[config.mk]
export PLATFORM = sky130hd
export DESIGN_NAME = clock_divide_switchback_ctrl
export DESIGN_NICKNAME = d
export VERILOG_FILES = /design/src/core/clkctl_pkg.sv /design/src/core/clock_divide_switchback_ctrl.sv
export VERILOG_INCLUDE_DIRS = /design/src /design/src/core
export SDC_FILE = /design/constraint.sdc
export NUM_CORES = 1
export LEC_CHECK = 0
export BUFFER_PORTS_ARGS = -buffer_cell sky130_fd_sc_hd__buf_4
export CAP_MARGIN = 20
export CORE_MARGIN = 8
export CORE_UTILIZATION = 56
export DETAILED_ROUTE_END_ITERATION = 10
export PLACE_DENSITY = 0.76
export SLEW_MARGIN = 30
export SYNTH_ARGS = -nofsm -noshare
export SYNTH_HDL_FRONTEND = slang
export SYNTH_SLANG_ARGS = --single-unit
[constraint.sdc]
create_clock -name I_SYS_CLK -period 2.5 [get_ports I_SYS_CLK]
set_clock_uncertainty 0.1 [all_clocks]
set_input_delay 0.25 -clock I_SYS_CLK [delete_from_list [all_inputs] [get_ports I_SYS_CLK]]
set_output_delay 0.25 -clock I_SYS_CLK [all_outputs]
set_load 0.01 [all_outputs]
[src/core/clkctl_params.svh]
// register map, field positions, reset values and counts of the clock-divide controller
`ifndef CLKCTL_PARAMS_SVH
`define CLKCTL_PARAMS_SVH
// ****************************************
// register offsets
// ****************************************
`define PMR_OFS 8'hC4
`define STATUS_OFS 8'hC5
`define MEM_CFG_OFS 8'hC6
`define KEY_OFS 8'hC7
`define IRQ_STAT_OFS 8'hD1
`define IRQ_CLR_OFS 8'hD2
`define IRQ_EN_OFS 8'hD3
// ****************************************
// field positions
// ****************************************
`define PMR_CD_HI 7
`define PMR_CD_LO 6
`define PMR_SB_EN 5
`define PMR_XT_DIS 3
`define PMR_OSC 2
`define ST_XT_RDY 4
`define ST_TX1 3
`define ST_RX1 2
`define ST_TX0 1
`define ST_RX0 0
`define MEM_WAIT_EN 7
`define IRQ_SB 0
`define IRQ_XT_RDY 1
`define IRQ_REFUSE 2
// ****************************************
// codes, reset values and counts
// ****************************************
`define CD_RSVD 2'h0
`define CD_DIV4 2'h1
`define CD_DIV64 2'h2
`define CD_DIV1024 2'h3
`define MC_LAST4 10'h003
`define MC_LAST64 10'h03F
`define MC_LAST1024 10'h3FF
`define KEY_FIRST 8'hAA
`define KEY_SECOND 8'h55
`define KEY_WIN_MC 2'h3
`define XT_WARMUP_CYC 16'h0400
`define IRQ_W 3
`endif

[src/core/clkctl_pkg.sv]
// types shared by the clock-divide controller
package clkctl_pkg;
   typedef enum logic [1:0]
   {
      UNLOCK_IDLE = 2'b00,
      UNLOCK_ARMED = 2'b01,
      UNLOCK_OPEN = 2'b11
   } unlock_state_e;
endpackage

[src/core/clock_divide_switchback_ctrl.sv]
// clock divide, switchback, crystal control and timed-access protection
// Overview of operation
// RULE1: divide code sets 4, 64, 1024 clocks
// RULE2: software goes via divide-by-4 between slow settings
// RULE3: switchback forces divide code back to 01
// RULE4: external interrupt switchback at vector jump
// RULE5: receive switchback at next instruction start
// RULE6: crystal disable accepted only on RC
// RULE7: crystal restart, ready after warm-up
// RULE8: ready cleared on each crystal restart
// RULE9: ready reads one after reset
// RULE10: no crystal select while not ready
// RULE11: transmit activity until transmit done
// RULE12: receive activity until receive done
// RULE13: divide writes ignored during serial activity; the code ignores them only while switchback is enabled
// RULE14: software writes AA then 55 key
// RULE15: key opens three machine cycle window
// RULE16: wait-state enable writable only in window
// RULE17: protected bits kept outside window, broken key
`timescale 1ns/1ns
`include "clkctl_params.svh"
module clock_divide_switchback_ctrl
   import clkctl_pkg::*;
(
   // clock and reset
   input wire logic I_SYS_CLK,
   input wire logic I_RST_N,
   // register port
   input wire logic [7:0] I_ADDR,
   input wire logic [7:0] I_WDATA,
   input wire logic I_WR,
   input wire logic I_RD,
   output logic [7:0] O_RDATA,
   // core events
   input wire logic I_EXT_INT_VECTOR,
   input wire logic I_EXT_INT_EN,
   input wire logic I_INSTR_START,
   input wire logic I_PD_EXIT,
   // serial port events
   input wire logic I_UART0_TX_START,
   input wire logic I_UART0_RX_START,
   input wire logic I_UART0_TX_DONE_FLAG,
   input wire logic I_UART0_RX_DONE_FLAG,
   input wire logic I_UART1_TX_START,
   input wire logic I_UART1_RX_START,
   input wire logic I_UART1_TX_DONE_FLAG,
   input wire logic I_UART1_RX_DONE_FLAG,
   // clock control outputs
   output logic [1:0] O_CLK_DIV_SEL,
   output logic O_MC_TICK,
   output logic O_XTAL_EN,
   output logic O_OSC_SOURCE_SEL,
   output logic O_CRYSTAL_READY,
   output logic O_WAIT_STATE_EN,
   output logic O_UNLOCK_WINDOW,
   output logic O_IRQ
);

   // ****************************************
   // declarations
   // ****************************************
   logic [1:0] clk_div_q;
   logic switchback_en_q;
   logic crystal_disable_q;
   logic osc_source_sel_q;
   logic crystal_ready_q;
   logic wait_state_en_q;
   logic [3:0] act_q;
   logic rx_pend_q;
   logic [9:0] mc_cnt_q;
   logic [15:0] wu_cnt_q;
   unlock_state_e unlock_q;
   logic [1:0] unlock_left_q;
   logic [`IRQ_W-1:0] irq_stat_q;
   logic [`IRQ_W-1:0] irq_en_q;
   logic [7:0] rdata_q;
   logic mc_tick;
   logic any_act;
   logic sb_int;
   logic sb_tx;
   logic sb_rx;
   logic sb_any;
   logic pmr_wr;
   logic key_wr;
   logic cfg_wr;
   logic div_wr_ok;
   logic xtal_off_set;
   logic xt_restart;
   logic ready_rise;
   logic wait_refused;
   logic [`IRQ_W-1:0] irq_evt;

   function automatic logic [9:0] mc_last(input logic [1:0] code);
      logic [9:0] last;
      last = `MC_LAST4;
      unique case (code)
         `CD_DIV64: last = `MC_LAST64;
         `CD_DIV1024: last = `MC_LAST1024;
         default: last = `MC_LAST4;
      endcase
      return last;
   endfunction

   // ****************************************
   // decode and switchback triggers
   // ****************************************
   assign pmr_wr = I_WR && (I_ADDR == `PMR_OFS);
   assign key_wr = I_WR && (I_ADDR == `KEY_OFS);
   assign cfg_wr = I_WR && (I_ADDR == `MEM_CFG_OFS);
   assign any_act = |act_q;
   // RULE4: enabled and recognized interrupt
   assign sb_int = switchback_en_q && I_EXT_INT_VECTOR && I_EXT_INT_EN;
   assign sb_tx = switchback_en_q && (I_UART0_TX_START || I_UART1_TX_START);
   // RULE5: receive waits for instruction start
   assign sb_rx = rx_pend_q && I_INSTR_START;
   assign sb_any = sb_int || sb_tx || sb_rx;
   // RULE13: lock divide during serial activity while switchback is enabled
   assign div_wr_ok = pmr_wr && (I_WDATA[`PMR_CD_HI:`PMR_CD_LO] != `CD_RSVD) && !(switchback_en_q && any_act);
   // RULE6: disable only while on RC
   assign xtal_off_set = pmr_wr && I_WDATA[`PMR_XT_DIS] && !osc_source_sel_q && !crystal_disable_q;
   // RULE8: each restart clears ready
   assign xt_restart = xtal_off_set || I_PD_EXIT;

   // ****************************************
   // power management register
   // ****************************************
   always_ff @(posedge I_SYS_CLK or negedge I_RST_N)
   begin
      if (!I_RST_N)
      begin
         clk_div_q <= `CD_DIV4;
      end
      // RULE3: forced return to divide by 4
      else if (sb_any)
      begin
         clk_div_q <= `CD_DIV4;
      end
      // RULE1: reserved code never stored
      else if (div_wr_ok)
      begin
         clk_div_q <= I_WDATA[`PMR_CD_HI:`PMR_CD_LO];
      end
   end

   always_ff @(posedge I_SYS_CLK or negedge I_RST_N)
   begin
      if (!I_RST_N)
      begin
         switchback_en_q <= 1'b0;
      end
      else if (pmr_wr)
      begin
         switchback_en_q <= I_WDATA[`PMR_SB_EN];
      end
   end

   always_ff @(posedge I_SYS_CLK or negedge I_RST_N)
   begin
      if (!I_RST_N)
      begin
         crystal_disable_q <= 1'b0;
      end
      // RULE6: set refused while on crystal
      else if (xtal_off_set)
      begin
         crystal_disable_q <= 1'b1;
      end
      // RULE7: clearing restarts the crystal
      else if (pmr_wr && !I_WDATA[`PMR_XT_DIS])
      begin
         crystal_disable_q <= 1'b0;
      end
   end

   always_ff @(posedge I_SYS_CLK or negedge I_RST_N)
   begin
      if (!I_RST_N)
      begin
         osc_source_sel_q <= 1'b0;
      end
      else if (pmr_wr)
      begin
         // RULE10: crystal select needs ready
         osc_source_sel_q <= I_WDATA[`PMR_OSC] && (osc_source_sel_q || crystal_ready_q);
      end
   end

   // ****************************************
   // crystal warm-up
   // ****************************************
   always_ff @(posedge I_SYS_CLK or negedge I_RST_N)
   begin
      if (!I_RST_N)
      begin
         wu_cnt_q <= 16'h0000;
      end
      else if (xt_restart || crystal_ready_q || crystal_disable_q)
      begin
         wu_cnt_q <= 16'h0000;
      end
      else
      begin
         wu_cnt_q <= wu_cnt_q + 16'h0001;
      end
   end

   // counter resets on restart, so a second restart lengthens the warm-up
   assign ready_rise = !crystal_ready_q && !crystal_disable_q && !xt_restart &&
                       (wu_cnt_q == `XT_WARMUP_CYC - 16'h0001);

   always_ff @(posedge I_SYS_CLK or negedge I_RST_N)
   begin
      // RULE9: ready after reset
      if (!I_RST_N)
      begin
         crystal_ready_q <= 1'b1;
      end
      // RULE8: restart clears ready
      else if (xt_restart)
      begin
         crystal_ready_q <= 1'b0;
      end
      // RULE7: ready once warm-up done
      else if (ready_rise)
      begin
         crystal_ready_q <= 1'b1;
      end
   end

   // ****************************************
   // serial activity
   // ****************************************
   always_ff @(posedge I_SYS_CLK or negedge I_RST_N)
   begin
      if (!I_RST_N)
      begin
         act_q <= 4'h0;
      end
      else
      begin
         // RULE11: transmit activity, start wins over done
         act_q[`ST_TX0] <= I_UART0_TX_START || (act_q[`ST_TX0] && !I_UART0_TX_DONE_FLAG);
         act_q[`ST_TX1] <= I_UART1_TX_START || (act_q[`ST_TX1] && !I_UART1_TX_DONE_FLAG);
         // RULE12: receive activity, start wins over done
         act_q[`ST_RX0] <= I_UART0_RX_START || (act_q[`ST_RX0] && !I_UART0_RX_DONE_FLAG);
         act_q[`ST_RX1] <= I_UART1_RX_START || (act_q[`ST_RX1] && !I_UART1_RX_DONE_FLAG);
      end
   end

   always_ff @(posedge I_SYS_CLK or negedge I_RST_N)
   begin
      if (!I_RST_N)
      begin
         rx_pend_q <= 1'b0;
      end
      // RULE5: remember start bit edge
      else if (switchback_en_q && (I_UART0_RX_START || I_UART1_RX_START))
      begin
         rx_pend_q <= 1'b1;
      end
      else if (I_INSTR_START)
      begin
         rx_pend_q <= 1'b0;
      end
   end

   // ****************************************
   // machine cycle counter
   // ****************************************
   // RULE1: cycle length from divide code
   assign mc_tick = (mc_cnt_q >= mc_last(clk_div_q));

   // compare is >= so a switch to a shorter length never overruns
   always_ff @(posedge I_SYS_CLK or negedge I_RST_N)
   begin
      if (!I_RST_N)
      begin
         mc_cnt_q <= 10'h000;
      end
      else if (mc_tick)
      begin
         mc_cnt_q <= 10'h000;
      end
      else
      begin
         mc_cnt_q <= mc_cnt_q + 10'h001;
      end
   end

   // ****************************************
   // timed access
   // ****************************************
   always_ff @(posedge I_SYS_CLK or negedge I_RST_N)
   begin
      if (!I_RST_N)
      begin
         unlock_q <= UNLOCK_IDLE;
         unlock_left_q <= 2'h0;
      end
      else
      begin
         unique case (unlock_q)
            UNLOCK_IDLE:
            begin
               if (key_wr && (I_WDATA == `KEY_FIRST))
               begin
                  unlock_q <= UNLOCK_ARMED;
               end
            end
            UNLOCK_ARMED:
            begin
               // RULE17: any write other than 55 or a repeated AA breaks the key
               if (key_wr && (I_WDATA == `KEY_SECOND))
               begin
                  unlock_q <= UNLOCK_OPEN;
                  unlock_left_q <= `KEY_WIN_MC;
               end
               else if (I_WR && !(key_wr && (I_WDATA == `KEY_FIRST)))
               begin
                  unlock_q <= UNLOCK_IDLE;
               end
            end
            UNLOCK_OPEN:
            begin
               // RULE15: window of three machine cycles
               if (mc_tick)
               begin
                  unlock_left_q <= unlock_left_q - 2'h1;
                  if (unlock_left_q == 2'h1)
                  begin
                     unlock_q <= UNLOCK_IDLE;
                  end
               end
            end
            default:
            begin
               unlock_q <= UNLOCK_IDLE;
            end
         endcase
      end
   end

   assign wait_refused = cfg_wr && (unlock_q != UNLOCK_OPEN);

   always_ff @(posedge I_SYS_CLK or negedge I_RST_N)
   begin
      if (!I_RST_N)
      begin
         wait_state_en_q <= 1'b0;
      end
      // RULE16: write only inside the window
      else if (cfg_wr && (unlock_q == UNLOCK_OPEN))
      begin
         wait_state_en_q <= I_WDATA[`MEM_WAIT_EN];
      end
   end

   // ****************************************
   // interrupts
   // ****************************************
   always_comb
   begin
      irq_evt = '0;
      irq_evt[`IRQ_SB] = sb_any;
      irq_evt[`IRQ_XT_RDY] = ready_rise;
      irq_evt[`IRQ_REFUSE] = wait_refused;
   end

   // set wins over a clear in the same cycle
   always_ff @(posedge I_SYS_CLK or negedge I_RST_N)
   begin
      if (!I_RST_N)
      begin
         irq_stat_q <= '0;
      end
      else if (I_WR && (I_ADDR == `IRQ_CLR_OFS))
      begin
         irq_stat_q <= (irq_stat_q & ~I_WDATA[`IRQ_W-1:0]) | irq_evt;
      end
      else
      begin
         irq_stat_q <= irq_stat_q | irq_evt;
      end
   end

   always_ff @(posedge I_SYS_CLK or negedge I_RST_N)
   begin
      if (!I_RST_N)
      begin
         irq_en_q <= '0;
      end
      else if (I_WR && (I_ADDR == `IRQ_EN_OFS))
      begin
         irq_en_q <= I_WDATA[`IRQ_W-1:0];
      end
   end

   // ****************************************
   // read port
   // ****************************************
   always_ff @(posedge I_SYS_CLK or negedge I_RST_N)
   begin
      if (!I_RST_N)
      begin
         rdata_q <= 8'h00;
      end
      else if (I_RD)
      begin
         unique case (I_ADDR)
            `PMR_OFS: rdata_q <= {clk_div_q, switchback_en_q, 1'b0, crystal_disable_q, osc_source_sel_q, 2'h0};
            `STATUS_OFS: rdata_q <= {3'h0, crystal_ready_q, act_q};
            `MEM_CFG_OFS: rdata_q <= {wait_state_en_q, 7'h00};
            `IRQ_STAT_OFS: rdata_q <= {5'h00, irq_stat_q};
            `IRQ_EN_OFS: rdata_q <= {5'h00, irq_en_q};
            default: rdata_q <= 8'h00;
         endcase
      end
      else
      begin
         rdata_q <= 8'h00;
      end
   end

   assign O_RDATA = rdata_q;
   assign O_CLK_DIV_SEL = clk_div_q;
   assign O_MC_TICK = mc_tick;
   assign O_XTAL_EN = !crystal_disable_q;
   assign O_OSC_SOURCE_SEL = osc_source_sel_q;
   assign O_CRYSTAL_READY = crystal_ready_q;
   assign O_WAIT_STATE_EN = wait_state_en_q;
   assign O_UNLOCK_WINDOW = (unlock_q == UNLOCK_OPEN);
   assign O_IRQ = |(irq_stat_q & irq_en_q);

   // ****************************************
   // assertions
   // ****************************************
   div_code_legal_a: assert property (@(posedge I_SYS_CLK) disable iff (!I_RST_N) // RULE1
      clk_div_q != `CD_RSVD) else $error("divide code reserved");

   div4_period_a: assert property (@(posedge I_SYS_CLK) disable iff (!I_RST_N) // RULE1
      (mc_tick && clk_div_q == `CD_DIV4) ##1 (clk_div_q == `CD_DIV4 && !mc_tick)[*3] ##1 (clk_div_q == `CD_DIV4)
      |-> mc_tick) else $error("divide by 4 cycle length wrong");

   int_switch_a: assert property (@(posedge I_SYS_CLK) disable iff (!I_RST_N) // RULE4
      (switchback_en_q && I_EXT_INT_VECTOR && I_EXT_INT_EN) |=> (clk_div_q == `CD_DIV4))
      else $error("interrupt switchback missing");

   rx_switch_a: assert property (@(posedge I_SYS_CLK) disable iff (!I_RST_N) // RULE5
      (switchback_en_q && I_UART0_RX_START && !I_INSTR_START) ##1 (!I_INSTR_START)[*4] ##1 I_INSTR_START
      |=> (clk_div_q == `CD_DIV4)) else $error("receive switchback missing");

   xtal_off_rc_a: assert property (@(posedge I_SYS_CLK) disable iff (!I_RST_N) // RULE6
      $rose(crystal_disable_q) |-> ($past(osc_source_sel_q) == 1'b0 && !crystal_ready_q))
      else $error("crystal disabled while on crystal");

   pd_ready_a: assert property (@(posedge I_SYS_CLK) disable iff (!I_RST_N) // RULE8
      I_PD_EXIT |=> !crystal_ready_q ##1 !crystal_ready_q) else $error("ready not cleared on restart");

   osc_gate_a: assert property (@(posedge I_SYS_CLK) disable iff (!I_RST_N) // RULE10
      $rose(osc_source_sel_q) |-> $past(crystal_ready_q)) else $error("crystal selected while not ready");

   tx_done_a: assert property (@(posedge I_SYS_CLK) disable iff (!I_RST_N) // RULE11
      (I_UART0_TX_DONE_FLAG && !I_UART0_TX_START) |=> !act_q[`ST_TX0]) else $error("tx activity not cleared");

   rx_act_a: assert property (@(posedge I_SYS_CLK) disable iff (!I_RST_N) // RULE12
      I_UART1_RX_START |=> act_q[`ST_RX1]) else $error("rx activity not set");

   div_lock_a: assert property (@(posedge I_SYS_CLK) disable iff (!I_RST_N) // RULE13
      (pmr_wr && switchback_en_q && any_act && !sb_any) |=> $stable(clk_div_q)) else $error("divide changed while busy");

   key_open_a: assert property (@(posedge I_SYS_CLK) disable iff (!I_RST_N) // RULE15
      (unlock_q == UNLOCK_ARMED && key_wr && I_WDATA == `KEY_SECOND) |=> (O_UNLOCK_WINDOW && unlock_left_q == 2'h3))
      else $error("key did not open window");

   wait_protect_a: assert property (@(posedge I_SYS_CLK) disable iff (!I_RST_N) // RULE17
      $changed(wait_state_en_q) |-> $past(unlock_q == UNLOCK_OPEN && cfg_wr)) else $error("protected bit changed");

endmodule

; ---- Word level (Yosys, flattened, before mapping)
; Index checks and enable logic that the tools add are counted.
[classes]
mux = 23
n_div = 0
bitwise = 5
mul = 0
reduce_logical = 64
order_cmp = 1
eq_ne = 21
add_sub_neg = 3
shifts = 0
[op_table]
columns = op, n
row1 = "equality test 8 bit, second input constant", 8
row2 = case mux 8 bit (5 select lines), 1
row3 = logical AND 1 bit, 30
row4 = case mux 10 bit (2 select lines), 1
row5 = two-way mux 2 bit, 9
row6 = "adder 16 x 1 -> 16 bit, second input constant", 1
row7 = "equality test 16 x 10 -> 1 bit, second input constant", 1
row8 = two-way mux 16 bit, 1
row9 = logical OR 1 bit, 12
row10 = nonzero test 2 bit, 6
row11 = logical NOT 1 bit, 11
row12 = "adder 10 x 1 -> 10 bit, second input constant", 1
row13 = >= comparator 10 bit, 1
row14 = two-way mux 10 bit, 1
row15 = "equality test 8 x 7 -> 1 bit, second input constant", 1
row16 = two-way mux 8 bit, 1
row17 = "inequality test 2 bit, second input constant", 4
row18 = bitwise AND 3 bit, 2
row19 = "equality test 2 bit, second input constant", 3
row20 = two-way mux 1 bit, 6
row21 = bitwise OR 3 bit, 2
row22 = case mux 2 bit (3 select lines), 1
row23 = "equality test 2 x 1 -> 1 bit, second input constant", 2
row24 = case mux 2 bit (2 select lines), 1
row25 = 10 further kinds, 10
[totals]
word_cells = 132
latch_bits = 0
n_memories = 0
in_bits = 32
ram_bits = 0
out_inout_bits = 17
rom_bits = 0
regBits = 56

; ---- Logic depth before layout (Yosys ltp)
; Gate-level depths: netlist of run 1.
[logic_depth]
word_depth = 11
depth_mapped = 7
ltp_nobuf = 6

; ---- Least setup slack after synthesis of run 1
; Ideal clock, no wire load.
[synth_path]
path_kind = register -> output
from = register clk_div_q[0] (netlist: O_CLK_DIV_SEL[0])
to = output O_MC_TICK
t_arrival_ns = 1.916
required_time_ns = 2.150
path_stages_with_launch = 7
slack_ns = 0.234
path_cell_list = dfstp_2 nand2_1 ha_1 nand4_1 a211oi_1 or3_1 clkbuf_1
[synth_between]
elab_chain_cells = 3
[synth_rtl]
columns = item, line_no
row1 = "start, declared", clock_divide_switchback_ctrl.sv:62  ; logic [1:0] clk_div_q;
row2 = "start signal, assigned", clock_divide_switchback_ctrl.sv:131  ; clk_div_q <= `CD_DIV4;
row3 = "start signal, assigned", clock_divide_switchback_ctrl.sv:136  ; clk_div_q <= `CD_DIV4;
row4 = "start signal, assigned", clock_divide_switchback_ctrl.sv:141  ; clk_div_q <= I_WDATA[`PMR_CD_HI:`PMR_CD_LO];
row5 = equality test 2 bit, clock_divide_switchback_ctrl.sv:96  ; unique case (code)
row6 = case mux 10 bit (2 select lines) *, clock_divide_switchback_ctrl.sv:96
row7 = >= comparator 10 bit *, clock_divide_switchback_ctrl.sv:271  ; assign mc_tick = (mc_cnt_q >= mc_last(clk_div_q));
row8 = "end, declared", clock_divide_switchback_ctrl.sv:50  ; output logic O_MC_TICK,
; Every way passes the cells marked *; elsewhere a longest branch is shown, timed or not.

; ---- Final worst setup path of run 1
; Ends and elaborated chain as after synthesis.

==> results of run 1 <==
[final cells by class]
type                       instances  area (um2)
clock inverter                     3        42.5
sequential                        56        1400
clock buffer                       5        68.8
fill                             385        1560
timing repair buffer              57         433
multi-input combinational        209        1380
inverter                          18        67.6
tap                               70        87.6
[per-stage QoR]
stage	setup slack (ns)	cells
CTS	0.00525	417
detailed placement	0.140	406
global route	0.0174	418
floorplan	0.234	291
global placement	0.199	406
finish	0.0668	418
[worst min path at each step]
stage                startpoint                            to  slack (ns)  cells past startpoint
6_report       I_UART0_RX_START            act_q[0]$_DFF_PN0_        0.03                      2
2_1_floorplan           I_RST_N  O_CLK_DIV_SEL[1]$_DFFE_PN0P_       -0.15                      0
5_1_grt           I_INSTR_START         rx_pend_q$_DFFE_PN0P_        0.02                      2
3_3_place_gp            I_RST_N         wu_cnt_q[6]$_DFF_PN0_        0.24                      1
4_1_cts           I_INSTR_START         rx_pend_q$_DFFE_PN0P_        0.02                      2
3_5_place_dp            I_RST_N         wu_cnt_q[7]$_DFF_PN0_        0.25                      1
[critical path, cell delays in order, from the launching register on]
cell and delay (ns):
dfstp_2 0.56, nand2_2 0.08, ha_1 0.31, a21oi_1 0.16, o21ai_1 0.12, or3_4 0.39, buf_4 0.15
[placed cells by master (no fill, tap or decap), types with 4 or more instances in the layout]
cell	count
nor3_1	8
nor2_1	33
buf_4	55
clkbuf_8	5
nand4_1	9
a21oi_1	9
xor2_1	8
and3_1	4
ha_1	7
nand3_1	23
dfrtp_1	54
xnor2_1	12
a21o_1	7
nor4_1	7
nand2_1	16
mux2_2	5
o211ai_1	4
and2_1	4
o21ai_0	6
inv_1	18
[report_power, final]
group | internal [mW] | leakage, nW | total [mW] | switching [mW]
Combinational | 0.243 | 0.741 | 0.494 | 0.251
Clock | 0.297 | 0.0541 | 0.586 | 0.290
Sequential | 0.969 | 0.744 | 1.04 | 0.0688
[logic make-up (layout without fill, tap and decap cells)]
logic type / after synthesis / after routing / share of synthesized area
compound gates: 47 / 47 / 0.119
xor+xnor: 20 / 20 / 0.0610
fa+ha+maj: 7 / 7 / 0.0305
buf+inv: 26 / 83 / 0.0362
flops: 56 / 56 / 0.489
mux: 6 / 6 / 0.0231
simple gates: 129 / 129 / 0.241
[registers in the layout (all words and copies together), names as in the netlist]
register / count
O_RDATA: 8
unlock_q: 2
act_q: 4
irq_stat_q: 3
unlock_left_q: 2
O_CLK_DIV_SEL: 2
O_OSC_SOURCE_SEL: 1
O_CRYSTAL_READY: 1
wu_cnt_q: 16
rx_pend_q: 1
mc_cnt_q: 10
irq_en_q: 3
O_WAIT_STATE_EN: 1
switchback_en_q: 1
crystal_disable_q: 1
[metal layers]
layer / wire (um) / GRT usage / vias up
met4: 95 / 0.0578 / 0
li1: - / - / 1168
met2: 2950 / 0.287 / 78
met3: 407 / 0.0441 / 9
met1: 3210 / 0.245 / 1153
met5: 0 / 0 / -
[timing repair]
| item | in CTS | in global routing |
|---|---|---|
| pin swaps | 1 | 0 |
| endpoints found under the hold margin | 55 | 0 |
| gates cloned | 0 | 0 |
| resized for setup | 3 | 1 |
| setup buffers | 1 | 1 |
| setup endpoints to repair | 1 | 1 |
| hold buffers | 2 | 0 |
==> impl_metrics.py, run 1 <==
metrics = {
    "synthesis": {
        "async_flop_share": 1.00,
        "syn_nets": 330,
        "synthMostInstantiatedCell": "dfrtp_1",
        "avgSynthCellArea_um2": 9.87,
        "syn-cell-area_um2": 2870,
        "yosys_register_bits": 56,
        "synth_seq_area_share": 0.489,
        "netlist.top_cell.by_area": "dfrtp_1",
        "yosysWarningCount": 0,
        "post_synth_edffs": 0,
        "yosysTopAreaCellShare": 0.471,
        "yosysUniqueCellTypes": 52,
        "synth.top_cells.by_count": "dfrtp_1, nor2_1, nand3_1",
        "ys.flop_type": "dfrtp_1",
        "yosys-top-cells-area": "dfrtp_1, nor2_1, nand3_1",
        "syn-instance-count": 291,
    },
    "worst_setup_path": {
        "worstPathRequired_ns": 2.15,
        "timing_worst_setup_path_type": "reg2out",
        "cp-start-kind": "flip-flop",
        "capture_point_of_the_critical_path": "O_MC_TICK",
        "crit_start": "O_CLK_DIV_SEL[0]$_DFFE_PN1P_",
        "biggest_fanout_along_the_worst_timing_path": 4,
        "r2r_end": "unlock_left_q[0]$_DFFE_PN0P_",
        "timing.reg2reg.setup_slack_ns": 0.21,
        "worst_r2r_startpoint": "O_CLK_DIV_SEL[0]$_DFFE_PN1P_",
        "r2r.worst_path.cells": 7,
        "critical_path_arrival_ns": 2.08,
        "endpoint_kind": "output pin",
    },
    "sta": {
        "fmax_mhz": 411,
        "worst_hold_slack_ns": 0.0279,
        "maxSlewHeadroom": 0.544,
        "tns_ns": 0,
        "report.final.slew_viol_count": 0,
        "layout_worst_path_cycle_share": 0.973,
        "report.final.hold_viol_count": 0,
        "grt_setup_unrepaired": "false",
        "timing.final.setup_violations": 0,
        "layout_min_cycle_time_ns": 2.43,
        "worstMarginPinSlew_ns": 0.684,
    },
    "grt": {
        "grt.overflow.total": 0,
        "grt.total_usage": 0.184,
        "number_of_antenna_violations_at_the_first_check_in_global_routing": 0,
        "grt_pass1_wl_um": 11200,
        "via_count_of_the_first_global_routing_pass": 2445,
        "grt_start_max_net_pins": 57,
    },
    "drt": {
        "totalWireLength_um": 6660,
        "drtIter0Drc": 194,
        "avgViaCountPerCell": 5.76,
        "detail-route-antenna-nets": 0,
        "length_of_the_first_detailed_routing_pass_in_iterations": 4,
        "drc": 0,
        "avgRoutedWirePerCell_um": 15.9,
        "vias": 2408,
    },
    "die": {
        "initial_utilization": 0.569,
        "die_height_um": 87.6,
        "die_w_um": 87.6,
        "floorplan.die_area_um2": 7670,
        "core_um2": 5040,
        "placementRows": 26,
        "ioPinCount": 49,
    },
    "finish": {
        "final_design_area_no_fill_um2": 3480,
        "synthToLayoutAreaGrowth_pct": 21.2,
        "num-nets-final": 386,
        "layout-drive-gt1-share": 0.230,
        "diode_insertion_count_for_antenna_repair": 0,
        "post-route-util": 0.690,
    },
    "placed_design": {
        "placer_congestion_estimate": 0.869,
        "placement.cell_area_um2": 3320,
        "detailedPlacementHpwl_um": 4920,
        "portBuffers": 48,
    },
    "cts": {
        "h_tree_level_count": 2,
        "clockRootBuffer": "clkbuf_8",
        "worst_setup_hold_path_clk_slew_ns": 0.09,
        "cts-buffers-inserted": 5,
        "clk_path_buf_depth": 2,
        "cts_tree": "yes",
        "cts_sinks": 56,
        "worstSkewPairLatency_ns": 0.30,
    },
    "power": {
        "p_leak_nw": 1.54,
        "power-per-cell-area_nw_per_um2": 609,
        "report.power.total_mw": 2.12,
        "ir_drop_mv": 0.483,
    },
    "run": {
        "max_cap_violations": 0,
    },
    "status": {
        "status": "finished clean",
    },
    "worst_hold_path": {
        "worstHoldPathType": "in2reg",
    },
}
Note: power is estimated with default switching activity, not from simulation.
==> inputs of run 2 (changes only) <==
ABC_AREA = 1   (was not set)
PLACE_DENSITY = 0.75   (was 0.76)
clock period = 2.41 ns   (was 2.5 ns; I/O delays follow)
==> run 2 against run 1 <==
Count of clock-buffer cells in the layout unchanged. Sequential power about the same. Cell area increased by 4.8%. Sequential share of layout area decreased by 1.8 points. Hold slack got worse by 0.018 ns. Setup slack improved by 0.024 ns. Combinational power decreased by 9.7%. Non-clock buffer count decreased by 3. Core utilization increased by 1.9 points. Flip-flop and latch count unchanged. Synthesized area increased by 5.1%. Via count increased by 7.7%. Critical endpoint unchanged. Largest cell class is now multi-input combinational cells.
==> impl_metrics.py, run 2 <==
metrics = {
    "run": {
        "max_cap_violations": 0,
    },
    "drt": {
        "vias": 2594,
        "wire_length_on_met2_um": 3340,
        "length_of_the_first_detailed_routing_pass_in_iterations": 4,
        "avgRoutedWirePerCell_um": 13.4,
        "routed-wl-met3_um": 404,
        "detail-route-antenna-nets": 0,
        "total_routed_wire_length_on_the_met1_layer_um": 3000,
        "drtIter0Drc": 136,
        "drc": 0,
        "totalWireLength_um": 6800,
        "avgViaCountPerCell": 5.13,
        "topRoutingLayerUsed": "met4",
    },
    "synthesis": {
        "async_flop_share": 1.00,
        "ys.flop_type": "dfrtp_1",
        "synth_seq_area_share": 0.465,
        "post_synth_edffs": 0,
        "yosysUniqueCellTypes": 36,
        "yosys_register_bits": 56,
        "yosysTopAreaCellShare": 0.448,
        "netlist.top_cell.by_area": "dfrtp_1",
        "yosysWarningCount": 0,
        "syn_nets": 415,
        "avgSynthCellArea_um2": 8.02,
        "synth.top_cells.by_count": "nand2_1, dfrtp_1, inv_1",
        "syn-cell-area_um2": 3020,
        "yosys-top-cells-area": "dfrtp_1, nand2_1, inv_1",
        "syn-instance-count": 376,
        "synthMostInstantiatedCell": "nand2_1",
    },
    "worst_setup_path": {
        "critical_path_buf_inv_count": 1,
        "capture_point_of_the_critical_path": "O_MC_TICK",
        "max_stage_delay_ns": 0.56,
        "worst_r2r_startpoint": "O_CLK_DIV_SEL[0]$_DFFE_PN1P_",
        "crit_start": "O_CLK_DIV_SEL[0]$_DFFE_PN1P_",
        "critical_path_arrival_ns": 1.98,
        "worstPathCellList": "nand2_2, ha_1, nand2_1, nor3b_1, nand3_1, nand2_4, buf_4",
        "r2r_end": "unlock_q[0]$_DFFE_PN0P_",
        "timing.reg2reg.setup_slack_ns": 0.16,
        "biggest_fanout_along_the_worst_timing_path": 4,
        "critPathTopFamily": "simple AND/OR/NAND/NOR gates",
        "cp-start-kind": "flip-flop",
        "endpoint_kind": "output pin",
        "r2r.worst_path.cells": 12,
        "worstPathRequired_ns": 2.07,
        "timing_worst_setup_path_type": "reg2out",
        "stages_on_worst_setup_path": 7,
        "cp_slowest_cell": "dfstp_2",
    },
    "finish": {
        "final_design_area_no_fill_um2": 3650,
        "synthToLayoutAreaGrowth_pct": 20.9,
        "num-nets-final": 474,
        "layout-drive-gt1-share": 0.204,
        "largest_register_ff_count": 16,
        "final_cell_mix": "nand2_1, dfrtp_1, inv_1",
        "multiInputGateArea_um2": 1420,
        "sequential_cell_area_um2": 1400,
        "diode_insertion_count_for_antenna_repair": 0,
        "fillCellCount": 425,
        "post-route-util": 0.709,
        "regMostFlops": "wu_cnt_q",
        "layout_commonest_cell": "nand2_1",
    },
    "die": {
        "initial_utilization": 0.587,
        "placementRows": 26,
        "ioPinCount": 49,
        "floorplan.die_area_um2": 7990,
        "die_w_um": 89.4,
        "die_height_um": 89.4,
        "core_um2": 5140,
    },
    "cts": {
        "worstSkewPairLatency_ns": 0.31,
        "cts_tree": "yes",
        "h_tree_level_count": 2,
        "clockRootBuffer": "clkbuf_8",
        "worst_setup_hold_path_clk_slew_ns": 0.10,
        "cts-buffers-inserted": 5,
        "cts_sinks": 56,
        "clk_path_buf_depth": 2,
    },
    "power": {
        "p_leak_nw": 1.81,
        "power-per-cell-area_nw_per_um2": 583,
        "ir_drop_mv": 0.319,
    },
    "grt": {
        "grt.total_usage": 0.186,
        "grt.overflow.total": 0,
        "via_count_of_the_first_global_routing_pass": 2662,
        "grt_pass1_wl_um": 11700,
        "grt_start_max_net_pins": 57,
        "number_of_antenna_violations_at_the_first_check_in_global_routing": 0,
    },
    "worst_hold_path": {
        "min_path_cells": 2,
        "worstHoldPathType": "in2reg",
    },
    "sta": {
        "worstMarginPinSlew_ns": 0.675,
        "layout_min_cycle_time_ns": 2.32,
        "report.final.slew_viol_count": 0,
        "fmax_mhz": 431,
        "maxSlewHeadroom": 0.550,
        "report.final.hold_viol_count": 0,
        "timing.final.setup_violations": 0,
        "layout_worst_path_cycle_share": 0.962,
    },
    "placed_design": {
        "portBuffers": 48,
        "detailedPlacementHpwl_um": 5380,
        "placer_congestion_estimate": 0.869,
        "placement.cell_area_um2": 3440,
    },
    "status": {
        "status": "finished clean",
    },
}
-- run 2: changes by cell type after synthesis, sizes merged, moves of 5 or more --
cell | previous run | this run
xnor2 | 12 | 1
nor3b | 2 | 7
inv | 18 | 52
nor4 | 7 | 2
mux2 | 5 | 0
o21ai | 7 | 14
nand2 | 17 | 97
nor2 | 33 | 55
a21o | 7 | 0
nor3 | 9 | 16
-- run 2: final cells by class --
type / count / area share
clock buffer: 5 / 0.0189
clock inverter: 3 / 0.0130
inverter: 53 / 0.0546
multi-input combinational: 265 / 0.390
sequential: 56 / 0.385
tap: 70 / 0.0240
timing repair buffer: 54 / 0.115
-- run 2: power by group --
group	internal, mW	switching, mW
combinational	0.186	0.261
clock	0.313	0.308
sequential	1.00	0.0558
-- run 2: logic make-up (layout without fill, tap and decap cells) --
kind of cell | Yosys count | after routing | synth area share
AOI/OAI and AO/OA | 32 | 32 | 0.0606
xor gates and xnor gates | 11 | 11 | 0.0319
adders and majority gates | 7 | 7 | 0.0290
buffers and inverters | 55 | 115 | 0.0742
DFF | 56 | 56 | 0.465
and+or+nand+nor | 215 | 215 | 0.339
-- run 2: through the flow --
stage               instances  setup slack [ns]  setup TNS [ns]  hold WS (ns)  total power [mW]
floorplan                 376             0.458               0        -0.155              1.34
global placement          492             0.337               0         0.230              1.47
detailed placement        492             0.209               0         0.230              1.48
CTS                       506            0.0921               0       0.00449              2.15
global route              506           -0.0203         -0.0374        0.0169              2.25
finish                    506            0.0904               0       0.00995              2.12
-- run 2: how the worst min path moves through the flow --
stage                        startpoint                           end
after floorplan                 I_RST_N  O_CLK_DIV_SEL[1]$_DFFE_PN0P_
after global placement          I_RST_N        wu_cnt_q[13]$_DFF_PN0_
after detailed placement        I_RST_N        wu_cnt_q[14]$_DFF_PN0_
after CTS                 I_INSTR_START         rx_pend_q$_DFFE_PN0P_
after global routing      I_INSTR_START         rx_pend_q$_DFFE_PN0P_
final                     I_INSTR_START         rx_pend_q$_DFFE_PN0P_
-- run 2: repair_timing --
action,CTS,global route
hold buffers,5,0
resized for setup,1,3
setup endpoints to repair,1,2
hold endpoints to repair,58,0
pin swaps,1,0
buffers inserted,1,0
-- run 2: layer usage --
layer	vias up	track usage
met1	1198	0.232
met4	0	0.0423
met3	8	0.0450
met5	-	0
li1	1322	-
met2	66	0.318
-- run 2: worst reg2reg max path, stage by stage, from the launching register on --
cell and delay [ns]:
dfstp_2 0.56, nand2_2 0.11, ha_1 0.34, nand2_1 0.10, nor3b_1 0.22, nand3_1 0.15
nand2_4 0.09, buf_4 0.18, nand2_1 0.06, nand2_1 0.09, nand2_1 0.06, nand2_1 0.06
nand2_1 0.04
==> inputs of run 3 (changes only) <==
CELL_PAD_IN_SITES_DETAIL_PLACEMENT = 0   (was not set)
CELL_PAD_IN_SITES_GLOBAL_PLACEMENT = 2   (was not set)
CORE_UTILIZATION = 33   (was 56)
PLACE_DENSITY = 0.76   (was 0.75)
SLEW_MARGIN = not set   (was 30)
==> run 3 against run 2 <==
Highest routed layer unchanged. Via count decreased by 3.0%. Register-to-register slack improved by 0.04 ns. Die area increased by 56%. Critical path type unchanged. Critical path depth unchanged. Largest cell class unchanged. Non-clock buffer count unchanged. Clock power decreased by 12%. Sequential power about the same.
==> impl_metrics.py, run 3 (synthesized netlist as in run 2, its figures left out) <==
metrics = {
    "finish": {
        "synthToLayoutAreaGrowth_pct": 21.7,
        "largest_register_ff_count": 16,
        "num-nets-final": 474,
        "layout-drive-gt1-share": 0.204,
        "diode_insertion_count_for_antenna_repair": 0,
        "fillCellCount": 977,
        "final_cell_mix": "nand2_1, dfrtp_1, inv_1, buf_4, nor2_1",
        "regMostFlops": "wu_cnt_q",
        "multiInputGateArea_um2": 1420,
        "sequential_cell_area_um2": 1400,
        "layout_commonest_cell": "nand2_1",
    },
    "die": {
        "die_w_um": 112,
        "core_um2": 9060,
        "floorplan.die_area_um2": 12500,
        "initial_utilization": 0.333,
        "placementRows": 35,
        "ioPinCount": 49,
        "die_height_um": 112,
    },
    "worst_setup_path": {
        "worst_r2r_startpoint": "O_CLK_DIV_SEL[0]$_DFFE_PN1P_",
        "critPathTopFamily": "simple AND/OR/NAND/NOR gates",
        "timing_worst_setup_path_type": "reg2out",
        "biggest_fanout_along_the_worst_timing_path": 6,
        "crit_start": "O_CLK_DIV_SEL[0]$_DFFE_PN1P_",
        "cp_slowest_cell": "dfstp_2",
        "worstPathRequired_ns": 2.07,
        "endpoint_kind": "output pin",
        "critical_path_buf_inv_count": 1,
        "timing.reg2reg.setup_slack_ns": 0.20,
        "worstPathCellList": "nand2_2, ha_1, nand2_1, nor3b_1, nand3_1, nand2_4, buf_4",
        "critical_path_arrival_ns": 1.95,
        "max_stage_delay_ns": 0.56,
        "cp-start-kind": "flip-flop",
    },
    "sta": {
        "fmax_mhz": 437,
        "layout_min_cycle_time_ns": 2.29,
        "worstMarginPinSlew_ns": 0.721,
        "report.final.slew_viol_count": 0,
        "tns_ns": 0,
        "report.final.hold_viol_count": 0,
        "grt_setup_unrepaired": "false",
        "layout_worst_path_cycle_share": 0.950,
        "maxSlewHeadroom": 0.519,
        "timing.final.setup_violations": 0,
    },
    "cts": {
        "worstSkewPairLatency_ns": 0.31,
        "cts-buffers-inserted": 5,
        "clockRootBuffer": "clkbuf_8",
        "worst_setup_hold_path_clk_slew_ns": 0.10,
        "cts_tree": "yes",
        "cts_sinks": 56,
        "clk_path_buf_depth": 2,
        "h_tree_level_count": 2,
    },
    "drt": {
        "avgRoutedWirePerCell_um": 13.4,
        "length_of_the_first_detailed_routing_pass_in_iterations": 4,
        "avgViaCountPerCell": 4.60,
        "detail-route-antenna-nets": 0,
        "drtIter0Drc": 70,
        "vias": 2515,
        "drc": 0,
        "totalWireLength_um": 7360,
    },
    "placed_design": {
        "placer_congestion_estimate": 0.714,
        "portBuffers": 48,
        "detailedPlacementHpwl_um": 5790,
    },
    "power": {
        "ir_drop_mv": 0.227,
        "p_leak_nw": 1.79,
        "report.power.total_mw": 2.07,
        "power-per-cell-area_nw_per_um2": 564,
    },
    "grt": {
        "grt_pass1_wl_um": 12700,
        "grt.total_usage": 0.125,
        "number_of_antenna_violations_at_the_first_check_in_global_routing": 0,
        "grt_start_max_net_pins": 57,
        "grt.overflow.total": 0,
        "via_count_of_the_first_global_routing_pass": 2628,
    },
    "worst_hold_path": {
        "worstHoldPathType": "in2reg",
        "timing.hold.worst.start": "I_UART1_TX_DONE_FLAG",
    },
    "run": {
        "max_cap_violations": 0,
    },
    "status": {
        "status": "finished clean",
    },
}
==> run 3: cell count changes in the layout (fill, tap and decap cells not counted) <==
cell / before / now
clkbuf_8: 5 / 6
dlygate4sd3_1: 5 / 4
clkinvlp_4: 0 / 1
bufinv_16: 1 / 0
clkinv_4: 2 / 0
buf_4: 49 / 50
clkbuf_1: 0 / 1
==> run 3: cell type report <==
| cell class | instances | area share |
|---|---|---|
| clock inverters | 1 | 0.00204 |
| inverters | 53 | 0.0542 |
| flip-flops and latches | 56 | 0.382 |
| repair buffers | 54 | 0.113 |
| well taps | 111 | 0.0378 |
| clock buffers | 7 | 0.0235 |
| multi-input cells | 265 | 0.387 |
==> run 3: through the flow <==
step / hold WS, ns / instance area [um2] / instances / util / worst slack, ns
after floorplan: -0.155 / 3020 / 376 / - / 0.458
final: 0.00836 / 3670 / 547 / 0.405 / 0.122
after CTS: 0.00294 / 3630 / 545 / 0.400 / 0.00766
after global routing: 0.00172 / 3670 / 547 / 0.405 / 0.0235
after detailed placement: 0.254 / 3490 / 533 / 0.385 / 0.198
after global placement: 0.250 / 3490 / 533 / 0.385 / 0.289
==> run 3: routing by layer <==
layer,GRT usage,share of wire,wire (um)
met5,0,0,0
met1,0.162,0.49,3590
met2,0.202,0.46,3390
met3,0.0319,0.044,322
met4,0.0346,0.0077,57
==> run 3: final timing paths <==
kind	cells after the start	end
min in group asynchronous	2	wu_cnt_q[6]$_DFF_PN0_
max in group asynchronous	2	mc_cnt_q[9]$_DFF_PN0_
min reg2reg	1	wu_cnt_q[0]$_DFF_PN0_
min	2	act_q[3]$_DFF_PN0_
max	7	O_MC_TICK
max reg2reg	12	unlock_q[0]$_DFFE_PN0P_
==> run 3: power breakdown <==
group	switching [mW]	internal, mW
logic	0.269	0.197
registers	0.0554	1.00
clock network	0.313	0.235
total	0.638	1.43
==> run 3: what timing repair did <==
| action | CTS | global route |
|---|---|---|
| pin swaps | 1 | 1 |
| setup buffers | 0 | 2 |
| endpoints found under the setup margin | 1 | 1 |
| hold buffers | 4 | 0 |
| resized for setup | 1 | 3 |
| endpoints found under the hold margin | 57 | 0 |
| cloned | 0 | 0 |
